<file path="src/rxc_cap_defs.vh">
`ifndef RXC_CAP_DEFS_VH
`define RXC_CAP_DEFS_VH

// ==========================================================
// Register byte addresses
`define RXC_ADDR_CAP_LO 8'h10
`define RXC_ADDR_CAP_HI 8'h14
`define RXC_ADDR_CTRL 8'h40
`define RXC_ADDR_CHK_ID 8'h44
`define RXC_ADDR_CHK_STAT 8'h48

// ==========================================================
// Field positions in the 64-bit capability word
`define RXC_IDW_MSB 39
`define RXC_IDW_LSB 35
`define RXC_EAF_BIT 34
`define RXC_NWF_BIT 33
`define RXC_IOT_BIT 32
`define RXC_SRQ_BIT 31
`define RXC_XRQ_BIT 30
`define RXC_PRQ_BIT 29
`define RXC_PID_BIT 28
`define RXC_DIV_BIT 27
`define RXC_STK_BIT 26
`define RXC_MTY_BIT 25
`define RXC_ECX_BIT 24
`define RXC_DTL_BIT 2

// ==========================================================
// Implemented feature values
`define RXC_IDW_VAL 5'h13
`define RXC_EAF_VAL 1'h1
`define RXC_NWF_VAL 1'h1
`define RXC_IOT_VAL 1'h1
`define RXC_SRQ_VAL 1'h1
`define RXC_XRQ_VAL 1'h0
`define RXC_PRQ_VAL 1'h1
`define RXC_PID_VAL 1'h1
`define RXC_DIV_VAL 1'h0
`define RXC_STK_VAL 1'h1
`define RXC_ECX_VAL 1'h1
`define RXC_DTL_VAL 1'h1

// ==========================================================
// Reset values and bus responses
`define RXC_CTRL_RST 1'h0
`define RXC_CHK_ID_RST 20'h00000
`define RXC_RESP_OKAY 2'h0
`define RXC_RESP_SLVERR 2'h2

`endif

</file>
<file path="src/rxc_ext_cap.v">
`timescale 1ns/1ps
`include "rxc_cap_defs.vh"

// Function
// - 64-bit capability register at offset 010h
// - Bits 39:35 hold identifier width minus one
// - Identifiers above reported width flagged as error
// - Bit 34 reports extended-accessed flag support
// - Bit 33 one: no-write flag passed through
// - Bit 32 reports identifier-only translation support
// - Bit 31 reports supervisor request support
// - Bit 30 reports execute request support
// - Bit 29 reports page request support
// - Bit 28 reports identifier-tagged request support
// - Bit 27 reports deferred invalidation support
// - Bit 26 reports nested translation support
// - Coherent devices in scope force bit 25
// - Bit 24 reports extended context entry support
module rxc_ext_cap (
    // Clock and reset
    input wire sys_clk,
    input wire rst_n,
    // Static strap: coherent-domain device behind this unit
    input wire coherentInScope,
    // AXI4-Lite write address
    input wire [7:0] s_axi_awaddr,
    input wire s_axi_awvalid,
    output wire s_axi_awready,
    // AXI4-Lite write data
    input wire [31:0] s_axi_wdata,
    input wire [3:0] s_axi_wstrb,
    input wire s_axi_wvalid,
    output wire s_axi_wready,
    // AXI4-Lite write response
    output reg [1:0] s_axi_bresp,
    output reg s_axi_bvalid,
    input wire s_axi_bready,
    // AXI4-Lite read address
    input wire [7:0] s_axi_araddr,
    input wire s_axi_arvalid,
    output wire s_axi_arready,
    // AXI4-Lite read data
    output reg [31:0] s_axi_rdata,
    output reg [1:0] s_axi_rresp,
    output reg s_axi_rvalid,
    input wire s_axi_rready,
    // Request check and no-write flag filter
    input wire [19:0] reqId,
    input wire reqIdValid,
    output reg reqIdError,
    input wire noWriteIn,
    output reg noWriteOut
);

    // ==========================================================
    // Strap capture, synchronised and re-sampled every cycle
    // The strap comes from board wiring and is not timed against sys_clk,
    // so it passes two flip-flops before anything reads it. Only the
    // second stage is read; the first may go metastable.
    reg strapMeta;
    reg strapSync;
    always @(posedge sys_clk or negedge rst_n) begin
        if (!rst_n) begin
            strapMeta <= 1'b0;
            strapSync <= 1'b0;
        end else begin
            strapMeta <= coherentInScope;
            strapSync <= strapMeta;
        end
    end

    // ==========================================================
    // Capability word assembly
    // The word is constant, the strap bit included, so it is plain wiring
    // and costs no flip-flops; the read path registers it on the way out.
    wire [63:0] capWord;
    wire [10:0] featureFlags;
    wire memTypeBit;

    // Memory type is implemented anyway, so the strap can only confirm it;
    // a unit with coherent devices in scope must never report it clear
    assign memTypeBit = strapSync | 1'b1;

    // Feature table: entry 0 lands on bit 24, entry 10 on bit 34
    assign featureFlags[0] = `RXC_ECX_VAL;
    assign featureFlags[1] = memTypeBit;
    assign featureFlags[2] = `RXC_STK_VAL;
    assign featureFlags[3] = `RXC_DIV_VAL;
    assign featureFlags[4] = `RXC_PID_VAL;
    assign featureFlags[5] = `RXC_PRQ_VAL;
    assign featureFlags[6] = `RXC_XRQ_VAL;
    assign featureFlags[7] = `RXC_SRQ_VAL;
    assign featureFlags[8] = `RXC_IOT_VAL;
    assign featureFlags[9] = `RXC_NWF_VAL;
    assign featureFlags[10] = `RXC_EAF_VAL;

    // One single-bit field per table entry
    genvar fIdx;
    generate
        for (fIdx = 0; fIdx < 11; fIdx = fIdx + 1) begin : g_featureBit
            assign capWord[`RXC_ECX_BIT + fIdx] = featureFlags[fIdx];
        end
    endgenerate

    // Reserved upper bits are tied low so reads always see zero
    assign capWord[63:40] = 24'h000000;
    // Identifier width field, value is width minus one
    assign capWord[`RXC_IDW_MSB:`RXC_IDW_LSB] = `RXC_IDW_VAL;
    // Features below bit 24 other than the device-side cache are not built
    assign capWord[23:3] = 21'h000000;
    assign capWord[`RXC_DTL_BIT] = `RXC_DTL_VAL;
    assign capWord[1:0] = 2'h0;

    // ==========================================================
    // Software-visible control and check state
    reg nwFilterEn;
    reg [19:0] lastBadId;
    reg badIdSeen;

    // Register map, one aligned 32-bit word per offset:
    //   capability low and high words, read-only
    //   control word, bit 0 a spare read-back bit
    //   last out-of-range identifier, read-only
    //   sticky out-of-range status, cleared by reading it
    // Anything else answers with a slave error.

    // Decoder shared by both channels
    function is_mapped;
        input [7:0] addr;
        begin
            is_mapped = (addr == `RXC_ADDR_CAP_LO) || (addr == `RXC_ADDR_CAP_HI) ||
                        (addr == `RXC_ADDR_CTRL) || (addr == `RXC_ADDR_CHK_ID) ||
                        (addr == `RXC_ADDR_CHK_STAT);
        end
    endfunction

    // ==========================================================
    // Write channel: address and data in either order
    // Each half is parked in its own holding register, so a master may
    // offer them in either order or together. The readies drop while a
    // half is parked or a response is pending: one write at a time keeps
    // the logic small, at the price of no write pipelining.
    reg awHeld;
    reg wHeld;
    reg [7:0] awAddr;
    reg [31:0] wData;
    reg [3:0] wStrb;
    wire awTake;
    wire wTake;
    wire doWrite;
    assign s_axi_awready = !awHeld && !s_axi_bvalid;
    assign s_axi_wready = !wHeld && !s_axi_bvalid;
    assign awTake = s_axi_awvalid && s_axi_awready;
    assign wTake = s_axi_wvalid && s_axi_wready;
    // Both halves parked and the response slot free
    assign doWrite = awHeld && wHeld && !s_axi_bvalid;

    // Write address holding register
    always @(posedge sys_clk or negedge rst_n) begin
        if (!rst_n) begin
            awHeld <= 1'b0;
            awAddr <= 8'h00;
        end else if (awTake) begin
            awHeld <= 1'b1;
            awAddr <= s_axi_awaddr;
        end else if (doWrite) begin
            awHeld <= 1'b0;
        end
    end

    // Write data holding register
    always @(posedge sys_clk or negedge rst_n) begin
        if (!rst_n) begin
            wHeld <= 1'b0;
            wData <= 32'h00000000;
            wStrb <= 4'h0;
        end else if (wTake) begin
            wHeld <= 1'b1;
            wData <= s_axi_wdata;
            wStrb <= s_axi_wstrb;
        end else if (doWrite) begin
            wHeld <= 1'b0;
        end
    end

    // Write response, raised once per completed write
    always @(posedge sys_clk or negedge rst_n) begin
        if (!rst_n) begin
            s_axi_bvalid <= 1'b0;
            s_axi_bresp <= `RXC_RESP_OKAY;
        end else if (doWrite) begin
            s_axi_bvalid <= 1'b1;
            // Capability words are read-only; writes there are dropped
            s_axi_bresp <= is_mapped(awAddr) ? `RXC_RESP_OKAY : `RXC_RESP_SLVERR;
        end else if (s_axi_bvalid && s_axi_bready) begin
            s_axi_bvalid <= 1'b0;
        end
    end

    // Control word, the only writable state in the block.
    // The capability offsets have no write path at all, so nothing
    // software sends can alter what the unit reports.
    always @(posedge sys_clk or negedge rst_n) begin
        if (!rst_n) begin
            nwFilterEn <= `RXC_CTRL_RST;
        end else if (doWrite && (awAddr == `RXC_ADDR_CTRL) && wStrb[0]) begin
            nwFilterEn <= wData[0];
        end
    end

    // ==========================================================
    // Read channel: one outstanding read
    // Data is looked up in the cycle the address is taken and registered,
    // so the answer always comes one cycle later and stands until taken.
    wire arTake;
    assign s_axi_arready = !s_axi_rvalid;
    assign arTake = s_axi_arvalid && s_axi_arready;

    // Read valid, held until the master takes the data
    always @(posedge sys_clk or negedge rst_n) begin
        if (!rst_n) begin
            s_axi_rvalid <= 1'b0;
        end else if (arTake) begin
            s_axi_rvalid <= 1'b1;
        end else if (s_axi_rvalid && s_axi_rready) begin
            s_axi_rvalid <= 1'b0;
        end
    end

    // Read data and response, updated only when an address is taken
    always @(posedge sys_clk or negedge rst_n) begin
        if (!rst_n) begin
            s_axi_rdata <= 32'h00000000;
            s_axi_rresp <= `RXC_RESP_OKAY;
        end else if (arTake) begin
            s_axi_rresp <= is_mapped(s_axi_araddr) ? `RXC_RESP_OKAY : `RXC_RESP_SLVERR;
            case (s_axi_araddr)
                `RXC_ADDR_CAP_LO: s_axi_rdata <= capWord[31:0];
                `RXC_ADDR_CAP_HI: s_axi_rdata <= capWord[63:32];
                `RXC_ADDR_CTRL: s_axi_rdata <= {31'h00000000, nwFilterEn};
                `RXC_ADDR_CHK_ID: s_axi_rdata <= {12'h000, lastBadId};
                `RXC_ADDR_CHK_STAT: s_axi_rdata <= {31'h00000000, badIdSeen};
                default: begin
                    s_axi_rdata <= 32'h00000000;
                end
            endcase
        end
    end

    // ==========================================================
    // Identifier range check; limit is 2^(width field + 1) - 1
    // The limit follows the reported width, so the check and the
    // capability word can never disagree. With the full 20-bit width
    // reported no 20-bit identifier is out of range; the check stays so
    // that a narrower width setting is enforced with no new logic.
    wire [19:0] idLimit;
    wire idTooBig;
    wire badIdEvent;
    wire readStat;
    assign idLimit = 20'hfffff >> (5'd19 - `RXC_IDW_VAL);
    assign idTooBig = reqId > idLimit;
    assign badIdEvent = reqIdValid && idTooBig;
    assign readStat = arTake && (s_axi_araddr == `RXC_ADDR_CHK_STAT);

    // Error answer, one cycle after the tagged request
    always @(posedge sys_clk or negedge rst_n) begin
        if (!rst_n) begin
            reqIdError <= 1'b0;
        end else begin
            reqIdError <= badIdEvent && `RXC_PID_VAL;
        end
    end

    // Last offending identifier, kept for software
    always @(posedge sys_clk or negedge rst_n) begin
        if (!rst_n) begin
            lastBadId <= `RXC_CHK_ID_RST;
        end else if (badIdEvent) begin
            lastBadId <= reqId;
        end
    end

    // Sticky status; a new error in the clearing read wins over the clear,
    // so no error can slip between two status reads unseen
    always @(posedge sys_clk or negedge rst_n) begin
        if (!rst_n) begin
            badIdSeen <= 1'b0;
        end else if (badIdEvent) begin
            badIdSeen <= 1'b1;
        end else if (readStat) begin
            badIdSeen <= 1'b0;
        end
    end

    // No-write flag: honoured while support is reported, forced low
    // otherwise; the spare control bit has no say over it
    always @(posedge sys_clk or negedge rst_n) begin
        if (!rst_n) begin
            noWriteOut <= 1'b0;
        end else begin
            noWriteOut <= noWriteIn && `RXC_NWF_VAL;
        end
    end

endmodule

</file>
<file path="config.mk">
export PLATFORM = sky130hd
export DESIGN_NAME = rxc_ext_cap
export DESIGN_NICKNAME = d
export VERILOG_FILES = /design/src/rxc_ext_cap.v
export VERILOG_INCLUDE_DIRS = /design/src
export SDC_FILE = /design/constraint.sdc
export NUM_CORES = 1
export LEC_CHECK = 0
export ABC_CLOCK_PERIOD_IN_PS = 2000
export BUFFER_PORTS_ARGS = -buffer_cell sky130_fd_sc_hd__buf_2
export CELL_PAD_IN_SITES_DETAIL_PLACEMENT = 1
export CELL_PAD_IN_SITES_GLOBAL_PLACEMENT = 1
export CORE_MARGIN = 5
export CORE_UTILIZATION = 35
export CTS_BUF_LIST = sky130_fd_sc_hd__clkbuf_16
export DETAILED_ROUTE_END_ITERATION = 8
export PLACE_DENSITY = 0.83
export SYNTH_ARGS = -nofsm -noshare
export SYNTH_HDL_FRONTEND = slang
export SYNTH_SLANG_ARGS = --single-unit
</file>
<file path="constraint.sdc">
create_clock -name sys_clk -period 2 [get_ports sys_clk]
set_input_delay 0.3 -clock sys_clk [delete_from_list [all_inputs] [get_ports sys_clk]]
set_output_delay 0.3 -clock sys_clk [all_outputs]
set_load 0.005 [all_outputs]
</file>
== After elaboration in Yosys (flattened, before gate mapping) ==
Index checks and enable logic that the tools add are counted.

* Magnitude comparators: 1
* Equality and inequality tests: 10
* Mux-type cells: 12
* Reductions and logical operators: 30

{| class="wikitable"
|+ Operators with widths
! operator !! count
|-
| one-hot mux 32 bit (5 select lines) || 1
|-
| == test 8 x 7 -> 1 bit (second input constant) || 6
|-
| == test 8 x 5 -> 1 bit (second input constant) || 4
|-
| > comparator 20 bit (second input constant) || 1
|-
| logical AND 1 bit || 13
|-
| nonzero test 2 bit || 5
|-
| 2-to-1 mux 1 bit || 9
|-
| logical OR 1 bit || 8
|-
| zero test 1 bit || 4
|-
| 2-to-1 mux 2 bit || 2
|}

* Register bits after elaboration: 74
* Output and inout bits: 43
* Word-level logic and storage cells: 68

== Longest topological paths before layout ==
Gate-level depths: netlist of the first run.

* Depth after elaboration: 6
* Mapped depth: 6
* Mapped depth without buffers: 4

== Least setup slack after synthesis of the first run ==
No wires, ideal clock.

* Kind: input-to-reg
* Start point: in s_axi_araddr[1]
* End point: reg s_axi_rdata[10]
* Data arrival time: 1,664 ps
* Required time: 1,935 ps
* Setup slack: 271 ps
* Stages: 5
* Buffers on the path: 1
* Path through: or4_1 or2_4 nor4_4 buf_6 a22o_1

* Longest elaborated chain between the ends: 2

{| class="wikitable"
|+ Ends and longest elaborated chain
! element !! RTL line !! text
|-
| start: declaration || rxc_ext_cap.v:39 || <nowiki>input wire [7:0] s_axi_araddr,</nowiki>
|-
| == test 8 x 7 -> 1 bit / == test 8 x 5 -> 1 bit (equally long branches) || rxc_ext_cap.v:237 || <nowiki>case (s_axi_araddr)</nowiki>
|-
| one-hot mux 32 bit (5 select lines) * || rxc_ext_cap.v:237 ||
|-
| end signal: assignment || rxc_ext_cap.v:238 || <nowiki>`RXC_ADDR_CAP_LO: s_axi_rdata <= capWord[31:0];</nowiki>
|-
| end signal: assignment || rxc_ext_cap.v:239 || <nowiki>`RXC_ADDR_CAP_HI: s_axi_rdata <= capWord[63:32];</nowiki>
|-
| end signal: assignment || rxc_ext_cap.v:240 || <nowiki>`RXC_ADDR_CTRL: s_axi_rdata <= {31'h00000000, nwFilterEn};</nowiki>
|-
| end: declaration || rxc_ext_cap.v:43 || <nowiki>output reg [31:0] s_axi_rdata,</nowiki>
|}

Mark *: on every way between the ends. The rest lies on a longest branch, timed or not.
A chain may end at the register's enable or synchronous reset.

== Worst setup path after layout of the first run ==
Same ends and word-level chain as after synthesis.

==> summary.md, run 1 <==
| Metric | Value |
|---|---|
| Clock latency on the worst-skew pair | 320 ps |
| H-tree depth | 3 |
| CTS Buf Count | 9 |
| Clock skew | 2.740 ps |
| Via density | 4.748 |
| Final Hold Vio Count | 0 |
| Max Cap Violations | 0 |
| Initial antenna violation count | 0 |
| Startpoint types | input port |
| Setup violations, final | 0 |
| GRT overflow | 0 |
| WL/cell | 14.87 um |
| GR Util All Layers | 0.1245 |
| Antenna diodes | 0 |
| Slowest CP cell | or4_1 |
| CTS tree | built |
| Post-synthesis cell count | 191 |
| Status | finished clean |
| GPL Wtd Cong | 0.7558 |
| Max VDD drop | 0.0004034 V |
| Clk root buf | clkbuf_16 |
| Die ar. | 8553 um2 |
| DR DRC count | 0 |
| Port-buffer cells | 60 |
| # fillers | 730 |
| Highest Clock Rate | 623.4 MHz |
| Synth-to-layout area growth | 23.12% |
| Share of cells above drive strength 1 | 0.3802 |
| CP Data Required Time | 2250 ps |
| CP Cell Sequence | buf_2, or4_1, or2_4, nor4_4, buf_12, a22o_1 |
| Chip Width | 92.48 um |
| NumNets Final | 319 |
| Kind of critical path | in -> reg |
| Initial DRT Pass Iterations | 4 |
| Site Rows | 30 |
| Drt total wl | 4789 um |
| Slowest Stage Delay on Critical Path | 550 ps |
| DR vias | 1529 |
| Max FFs per register | 21 |
| HPWL Detailed | 3451 um |
| Io pins | 125 |
| Setup crit end kind | register |
| Initial Utilization | 0.3544 |
| Clk sinks | 61 |
| Top reg by flops | s_axi_rdata |
| Synth Warn # | 0 |
| Hold WC Path Type | in -> reg |
| Slew Viols, Final | 0 |
| Critical path fanouts, max | 14 |
| Setup TNS | 0 ps |
| Leading registers by flop count | s_axi_rdata: 21 flops, lastBadId: 20 flops, awAddr: 8 flops |
| Pre-CTS setup slack | 79.11 ps |
| Cell area after synthesis | 2381 um2 |
| Core ar. | 6719 um2 |
| Max clock buf depth | 2 |
| Reg clk slew, reported paths | 50 ps |
| Synthesized flop and latch total | 61 |
| Area of the multi-input gates | 655.6 um2 |
| Min Hold Slack | 89.92 ps |
| First-pass GRT wire length | 8217 um |
| Final ANT Viol Nets | 0 |
| Arrival @ worst endpoint | 1850 ps |
| Yosys cell types | 33 |
| Final min period | 1604 ps |
| Die Y | 92.48 um |
| DR iter-0 viols | 12 |
| Vias in the first global route | 1771 |
| Pleak | 1.522 nW |
| CP bufs+invs | 2 |
| RSZ-0062 raised after global routing | false |
| Register Area | 1526 um2 |
| Largest net degree at the start of global routing | 27 |
| Tcrit/Tclk final | 0.8020 |
| Seq/Total Area, Yosys | 0.6411 |
| Power Dens Cells | 1112 nW/um2 |
| Crit path max-delay family | simple AND/OR/NAND/NOR gates |
| Mean post-synth cell area | 12.47 um2 |
| Post-route setup slack | 396.0 ps |
[final timing paths]
| kind | start | end | slack (ps) | cells after the start |
|---|---|---|---|---|
| worst max-delay path | s_axi_araddr[1] | s_axi_rdata[10]$_DFFE_PN0P_ | 400 | 6 |
| worst min-delay path | noWriteIn | noWriteOut$_DFF_PN0_ | 90 | 1 |
| worst max register to register | awAddr[1]$_DFFE_PN0P_ | nwFilterEn$_DFFE_PN0P_ | 430 | 4 |
| worst min register to register | lastBadId[0]$_DFFE_PN0P_ | lastBadId[0]$_DFFE_PN0P_ | 370 | 0 |
| max in group asynchronous | rst_n | nwFilterEn$_DFFE_PN0P_ | 820 | 3 |
| min in group asynchronous | rst_n | awAddr[1]$_DFFE_PN0P_ | 490 | 2 |
[area by class of cell]
type / instances / share of cell area
inverter: 6 / 0.007682
clock buffer: 9 / 0.07682
tap: 80 / 0.03414
sequential: 61 / 0.5207
clock inverter: 7 / 0.01152
multi-input combinational: 92 / 0.2236
timing repair buffer: 67 / 0.1255
[metrics by stage]
step | util | power [mW] | std cells | instance area, um2
final | 0.4363 | 3.261 | 322 | 2932
after global routing | 0.4363 | 3.450 | 322 | 2932
after CTS | 0.4363 | 3.321 | 322 | 2932
after detailed placement | 0.3963 | 1.969 | 305 | 2663
after global placement | 0.3963 | 1.940 | 305 | 2663
after floorplan | - | 1.793 | 199 | 2411
[routing by layer]
metal,global-route usage,routed length (um),vias to the layer above
li1,-,-,716
met1,0.1478,2178,754
met2,0.2024,2242,50
met3,0.03899,268,9
met4,0.06436,100,0
met5,0,0,-
[logic make-up after synthesis]
| logic type | after synthesis | synth area share |
|---|---|---|
| simple gates | 36 | 0.08986 |
| compound gates | 35 | 0.1156 |
| xor+xnor | 1 | 0.003679 |
| other cells | 1 | 0.001575 |
| mux | 11 | 0.05202 |
| buf+inv | 46 | 0.09616 |
| flops | 61 | 0.6411 |
[where the power goes]
group	switching, mW	internal [mW]
Sequential	0.107	1.39
Clock	0.505	0.815
Combinational	0.202	0.242
[layout by cell type, fill, tap and decap left out, types with 2 or more instances in the layout]
master     count
inv_1          7
clkbuf_16      9
buf_4          5
dfrtp_1       61
nor2b_1        5
clkinv_1       2
nor4b_1        2
clkinv_2       3
or4_1          2
a21oi_1        3
o21ai_0        3
o31ai_1        2
nand2b_1       4
buf_2         60
nor2_1         5
nand2_1       11
a22o_1        19
conb_1         9
mux2_2        11
a31oi_1        2
[synth_stat cells]
| cell | instances | area share |
|---|---|---|
| inv_1 | 6 | 0.0095 |
| buf_6 | 1 | 0.0047 |
| mux2_2 | 11 | 0.052 |
| and2_1 | 1 | 0.0026 |
| nor3b_1 | 1 | 0.0032 |
| nor4b_1 | 2 | 0.0074 |
| nand2_1 | 11 | 0.017 |
| dfrtp_1 | 61 | 0.64 |
| a21boi_0 | 1 | 0.0032 |
| clkbuf_1 | 25 | 0.039 |
| xnor2_1 | 1 | 0.0037 |
| buf_1 | 1 | 0.0016 |
| nand4b_1 | 1 | 0.0037 |
| nor4_4 | 1 | 0.0089 |
| nor3_1 | 1 | 0.0021 |
| nor2_1 | 5 | 0.0079 |
| buf_4 | 13 | 0.041 |
| o31ai_1 | 2 | 0.0063 |
| nand3b_1 | 1 | 0.0032 |
| a22o_1 | 19 | 0.070 |
| a31oi_1 | 2 | 0.0053 |
| nand2b_1 | 4 | 0.011 |
| o21ai_0 | 3 | 0.0063 |
| nor2b_1 | 5 | 0.013 |
| o21a_1 | 1 | 0.0032 |
| a21oi_1 | 3 | 0.0063 |
| or2_4 | 1 | 0.0037 |
| a32oi_1 | 1 | 0.0037 |
| conb_1 | 1 | 0.0016 |
| or4_1 | 2 | 0.0063 |
| o41a_1 | 1 | 0.0047 |
| o41ai_1 | 1 | 0.0037 |
| a22oi_1 | 1 | 0.0032 |
[timing repair]
item / in CTS / in global routing
gates resized for setup: 0 / 0
hold buffers: 1 / 0
hold endpoints to repair: 20 / 0
buffers inserted: 0 / 0
Power figures use the tool's default switching activity.
==> run 2: changes to the inputs <==
--- a/config.mk
+++ b/config.mk
@@ -6,15 +6,15 @@
 export SDC_FILE = /design/constraint.sdc
 export NUM_CORES = 1
 export LEC_CHECK = 0
-export ABC_CLOCK_PERIOD_IN_PS = 2000
+export ABC_CLOCK_PERIOD_IN_PS = 1300
 export BUFFER_PORTS_ARGS = -buffer_cell sky130_fd_sc_hd__buf_2
 export CELL_PAD_IN_SITES_DETAIL_PLACEMENT = 1
 export CELL_PAD_IN_SITES_GLOBAL_PLACEMENT = 1
 export CORE_MARGIN = 5
-export CORE_UTILIZATION = 35
+export CORE_UTILIZATION = 31
 export CTS_BUF_LIST = sky130_fd_sc_hd__clkbuf_16
 export DETAILED_ROUTE_END_ITERATION = 8
-export PLACE_DENSITY = 0.83
+export PLACE_DENSITY = 0.78
 export SYNTH_ARGS = -nofsm -noshare
 export SYNTH_HDL_FRONTEND = slang
 export SYNTH_SLANG_ARGS = --single-unit
==> constraint.sdc (replaced) <==
create_clock -name sys_clk -period 1.3 [get_ports sys_clk]
set_input_delay 0.195 -clock sys_clk [delete_from_list [all_inputs] [get_ports sys_clk]]
set_output_delay 0.195 -clock sys_clk [all_outputs]
set_load 0.005 [all_outputs]
==> summary.md, run 2 (synthesis results as in run 1) <==
| Metric | Value |
|---|---|
| Max FFs per register | 21 (unchanged) |
| Psw | 1.373 mW (+68%) |
| Core ar. | 7607 um2 (+13%) |
| CP bufs+invs | 0 (-2) |
| CP Cell Sequence | or4_4, nor2_4, nand4b_1, mux2_2 |
| DR DRC count | 0 (unchanged) |
| Initial Utilization | 0.3130 (-0.04138) |
| P_int | 3.961 mW (+62%) |
| RSZ-0062 raised after global routing | true |
| Largest net degree at the start of global routing | 62 (+130%) |
| Status | complete, but fails checks |
| Sequential power share | 0.432 (-0.027) |
| Hold depth | 2 (+1) |
| Max clock buf depth | 2 (unchanged) |
| HPWL Detailed | 3502 um (+1.5%) |
| Max Cap Violations | 0 (unchanged) |
| Site Rows | 32 (+6.7%) |
| Pre-CTS setup slack | -455.0 ps (-534.1 ps) |
| Comb pwr share | 0.183 (+0.047) |
| R2R depth | 4 (unchanged) |
| DR iter-0 viols | 67 (+55) |
| Hold WC Path Type | in -> reg |
| Port-buffer cells | 60 (unchanged) |
| Register Area | 1526 um2 (unchanged) |
| Min Hold Slack | 62.97 ps (-26.96 ps) |
| First-pass GRT wire length | 8707 um (+6.0%) |
| Vias in the first global route | 1714 (-3.2%) |
| Share of cells above drive strength 1 | 0.4488 (+0.06865) |
| Setup violations, final | 27 (+27) |
| Post-route setup slack | -297.7 ps (-693.6 ps) |
| CTS tree | built |
| Slowest CP cell | or4_4 |
| Antenna diodes | 0 (unchanged) |
| Io pins | 125 (unchanged) |
| Clock latency on the worst-skew pair | 320 ps (about the same) |
| Leading registers by flop count | s_axi_rdata: 21 flops, lastBadId: 20 flops, awAddr: 8 flops |
| Top reg by flops | s_axi_rdata |
| Most common cell after layout, fill and taps aside | dfrtp_1 |
| Setup crit end kind | register |
| Final ANT Viol Nets | 0 (unchanged) |
| WL/cell | 14.92 um (+0.33%) |
| Chip Width | 97.64 um (+5.6%) |
| Clk sinks | 61 (unchanged) |
| DR vias | 1570 (+2.7%) |
| Hold_sp | s_axi_rready |
| GR Util All Layers | 0.1169 (-0.007671) |
| Power Dens Cells | 1670 nW/um2 (+50%) |
| Initial DRT Pass Iterations | 4 (unchanged) |
| Arrival @ worst endpoint | 1800 ps (-50 ps) |
| Worst r2r src | awAddr[1]$_DFFE_PN0P_ |
| Endpoint of the worst hold path | s_axi_rvalid$_DFFE_PN0P_ |
| Reg-to-reg slack, setup | -300 ps (-730 ps) |
| Critical Path Start | awAddr[1]$_DFFE_PN0P_ |
| DP Area | 2751 um2 (+3.3%) |
| Crit path max-delay family | simple AND/OR/NAND/NOR gates |
| Area of the multi-input gates | 732.0 um2 (+12%) |
| Clock skew | 3.160 ps (+0.4200 ps) |
| Design area | 3194 um2 (+9.0%) |
| Clk root buf | clkbuf_16 |
| Most frequent cells in the layout | dfrtp_1, buf_2, a22o_1, nand2_1 |
| Synth-to-layout area growth | 34.16% |
| # fillers | 829 (+14%) |
| Highest Clock Rate | 625.9 MHz |
| Switching share of total power | 0.2575 (+0.007537) |
| Via density | 4.410 (-7.1%) |
| GRT overflow | 0 (unchanged) |
| Reg clk slew, reported paths | 50 ps (about the same) |
| Clock power frac | 0.385 (-0.020) |
| Pleak | 1.646 nW (+8.1%) |
| Failing checks | negative setup slack |
| Total power | 5.334 mW (+64%) |
| H-tree depth | 3 (unchanged) |
| Drt total wl | 5312 um (+11%) |
| Max VDD drop | 0.0008149 V (+100%) |
| Final min period | 1598 ps |
| Slew Viols, Final | 0 (unchanged) |
| Tcrit/Tclk final | 1.229 |
| GPL Wtd Cong | 0.7624 (+0.87%) |
| CP Data Required Time | 1500 ps (-750 ps) |
| Kind of critical path | reg -> reg |
| Startpoint types | register |
| Final Hold Vio Count | 0 (unchanged) |
| CTS Buf Count | 9 (unchanged) |
| Die ar. | 9534 um2 (+11%) |
| Critical path fanouts, max | 2 (-12) |
| NumNets Final | 331 (+3.8%) |
| Worst R2R End | nwFilterEn$_DFFE_PN0P_ |
| Initial antenna violation count | 0 (unchanged) |
| Slowest Stage Delay on Critical Path | 550 ps (about the same) |
| Die Y | 97.64 um (+5.6%) |
-- run 2: cell types whose count changed in the layout (fill, tap and decap cells not counted), moves of 3 or more --
cell / change
mux2_2: -6
mux2_4: +6
buf_6: +5
buf_4: +4
nor2_1: -3
-- run 2: power by group through the flow --
| stage | clock network [mW] | registers (mW) | logic, mW |
|---|---|---|---|
| finish | 2.05 | 2.30 | 0.977 |
| CTS | 2.13 | 2.29 | 0.933 |
| global route | 2.23 | 2.33 | 1.06 |
| floorplan | 0 | 2.29 | 0.479 |
| detailed placement | 0 | 2.32 | 0.798 |
| global placement | 0 | 2.30 | 0.763 |
-- run 2: cell type report --
| type | instances | area share |
|---|---|---|
| Inverter | 6 | 0.007051 |
| Tap cell | 102 | 0.03995 |
| Clock buffer | 9 | 0.07051 |
| Multi-Input combinational cell | 92 | 0.2291 |
| Timing Repair Buffer | 79 | 0.1649 |
| Sequential cell | 61 | 0.4779 |
| Clock inverter | 7 | 0.01058 |
-- run 2: per-layer routing --
layer	track usage	share of wire
met5	0	0
met4	0.05325	0.011
met3	0.04953	0.056
met2	0.1798	0.48
met1	0.1421	0.45
-- run 2: what timing repair did --
action,CTS,global route
endpoints found under the setup margin,32,34
endpoints found under the hold margin,62,0
cloned,1,0
gates resized for setup,16,11
setup buffers,4,0
pin swaps,9,3
hold buffers,2,0
-- run 2: stage by stage --
step,instances,setup TNS (ps),util
floorplan,199,-4536,-
global placement,333,-8370,0.3617
detailed placement,333,-8912,0.3617
CTS,356,-1899,0.4143
global route,356,-3208,0.4199
finish,356,-2078,0.4199
-- run 2: how the worst max path moves through the flow --
| stage | to | slack (ps) | cells past startpoint |
|---|---|---|---|
| after detailed placement | s_axi_rdata[8]$_DFFE_PN0P_ | -450 | 6 |
| after global routing | nwFilterEn$_DFFE_PN0P_ | -340 | 4 |
| after floorplan | s_axi_rdata[10]$_DFFE_PN0P_ | -310 | 5 |
| final | nwFilterEn$_DFFE_PN0P_ | -300 | 4 |
| after CTS | nwFilterEn$_DFFE_PN0P_ | -300 | 4 |
| after global placement | s_axi_rdata[6]$_DFFE_PN0P_ | -440 | 6 |
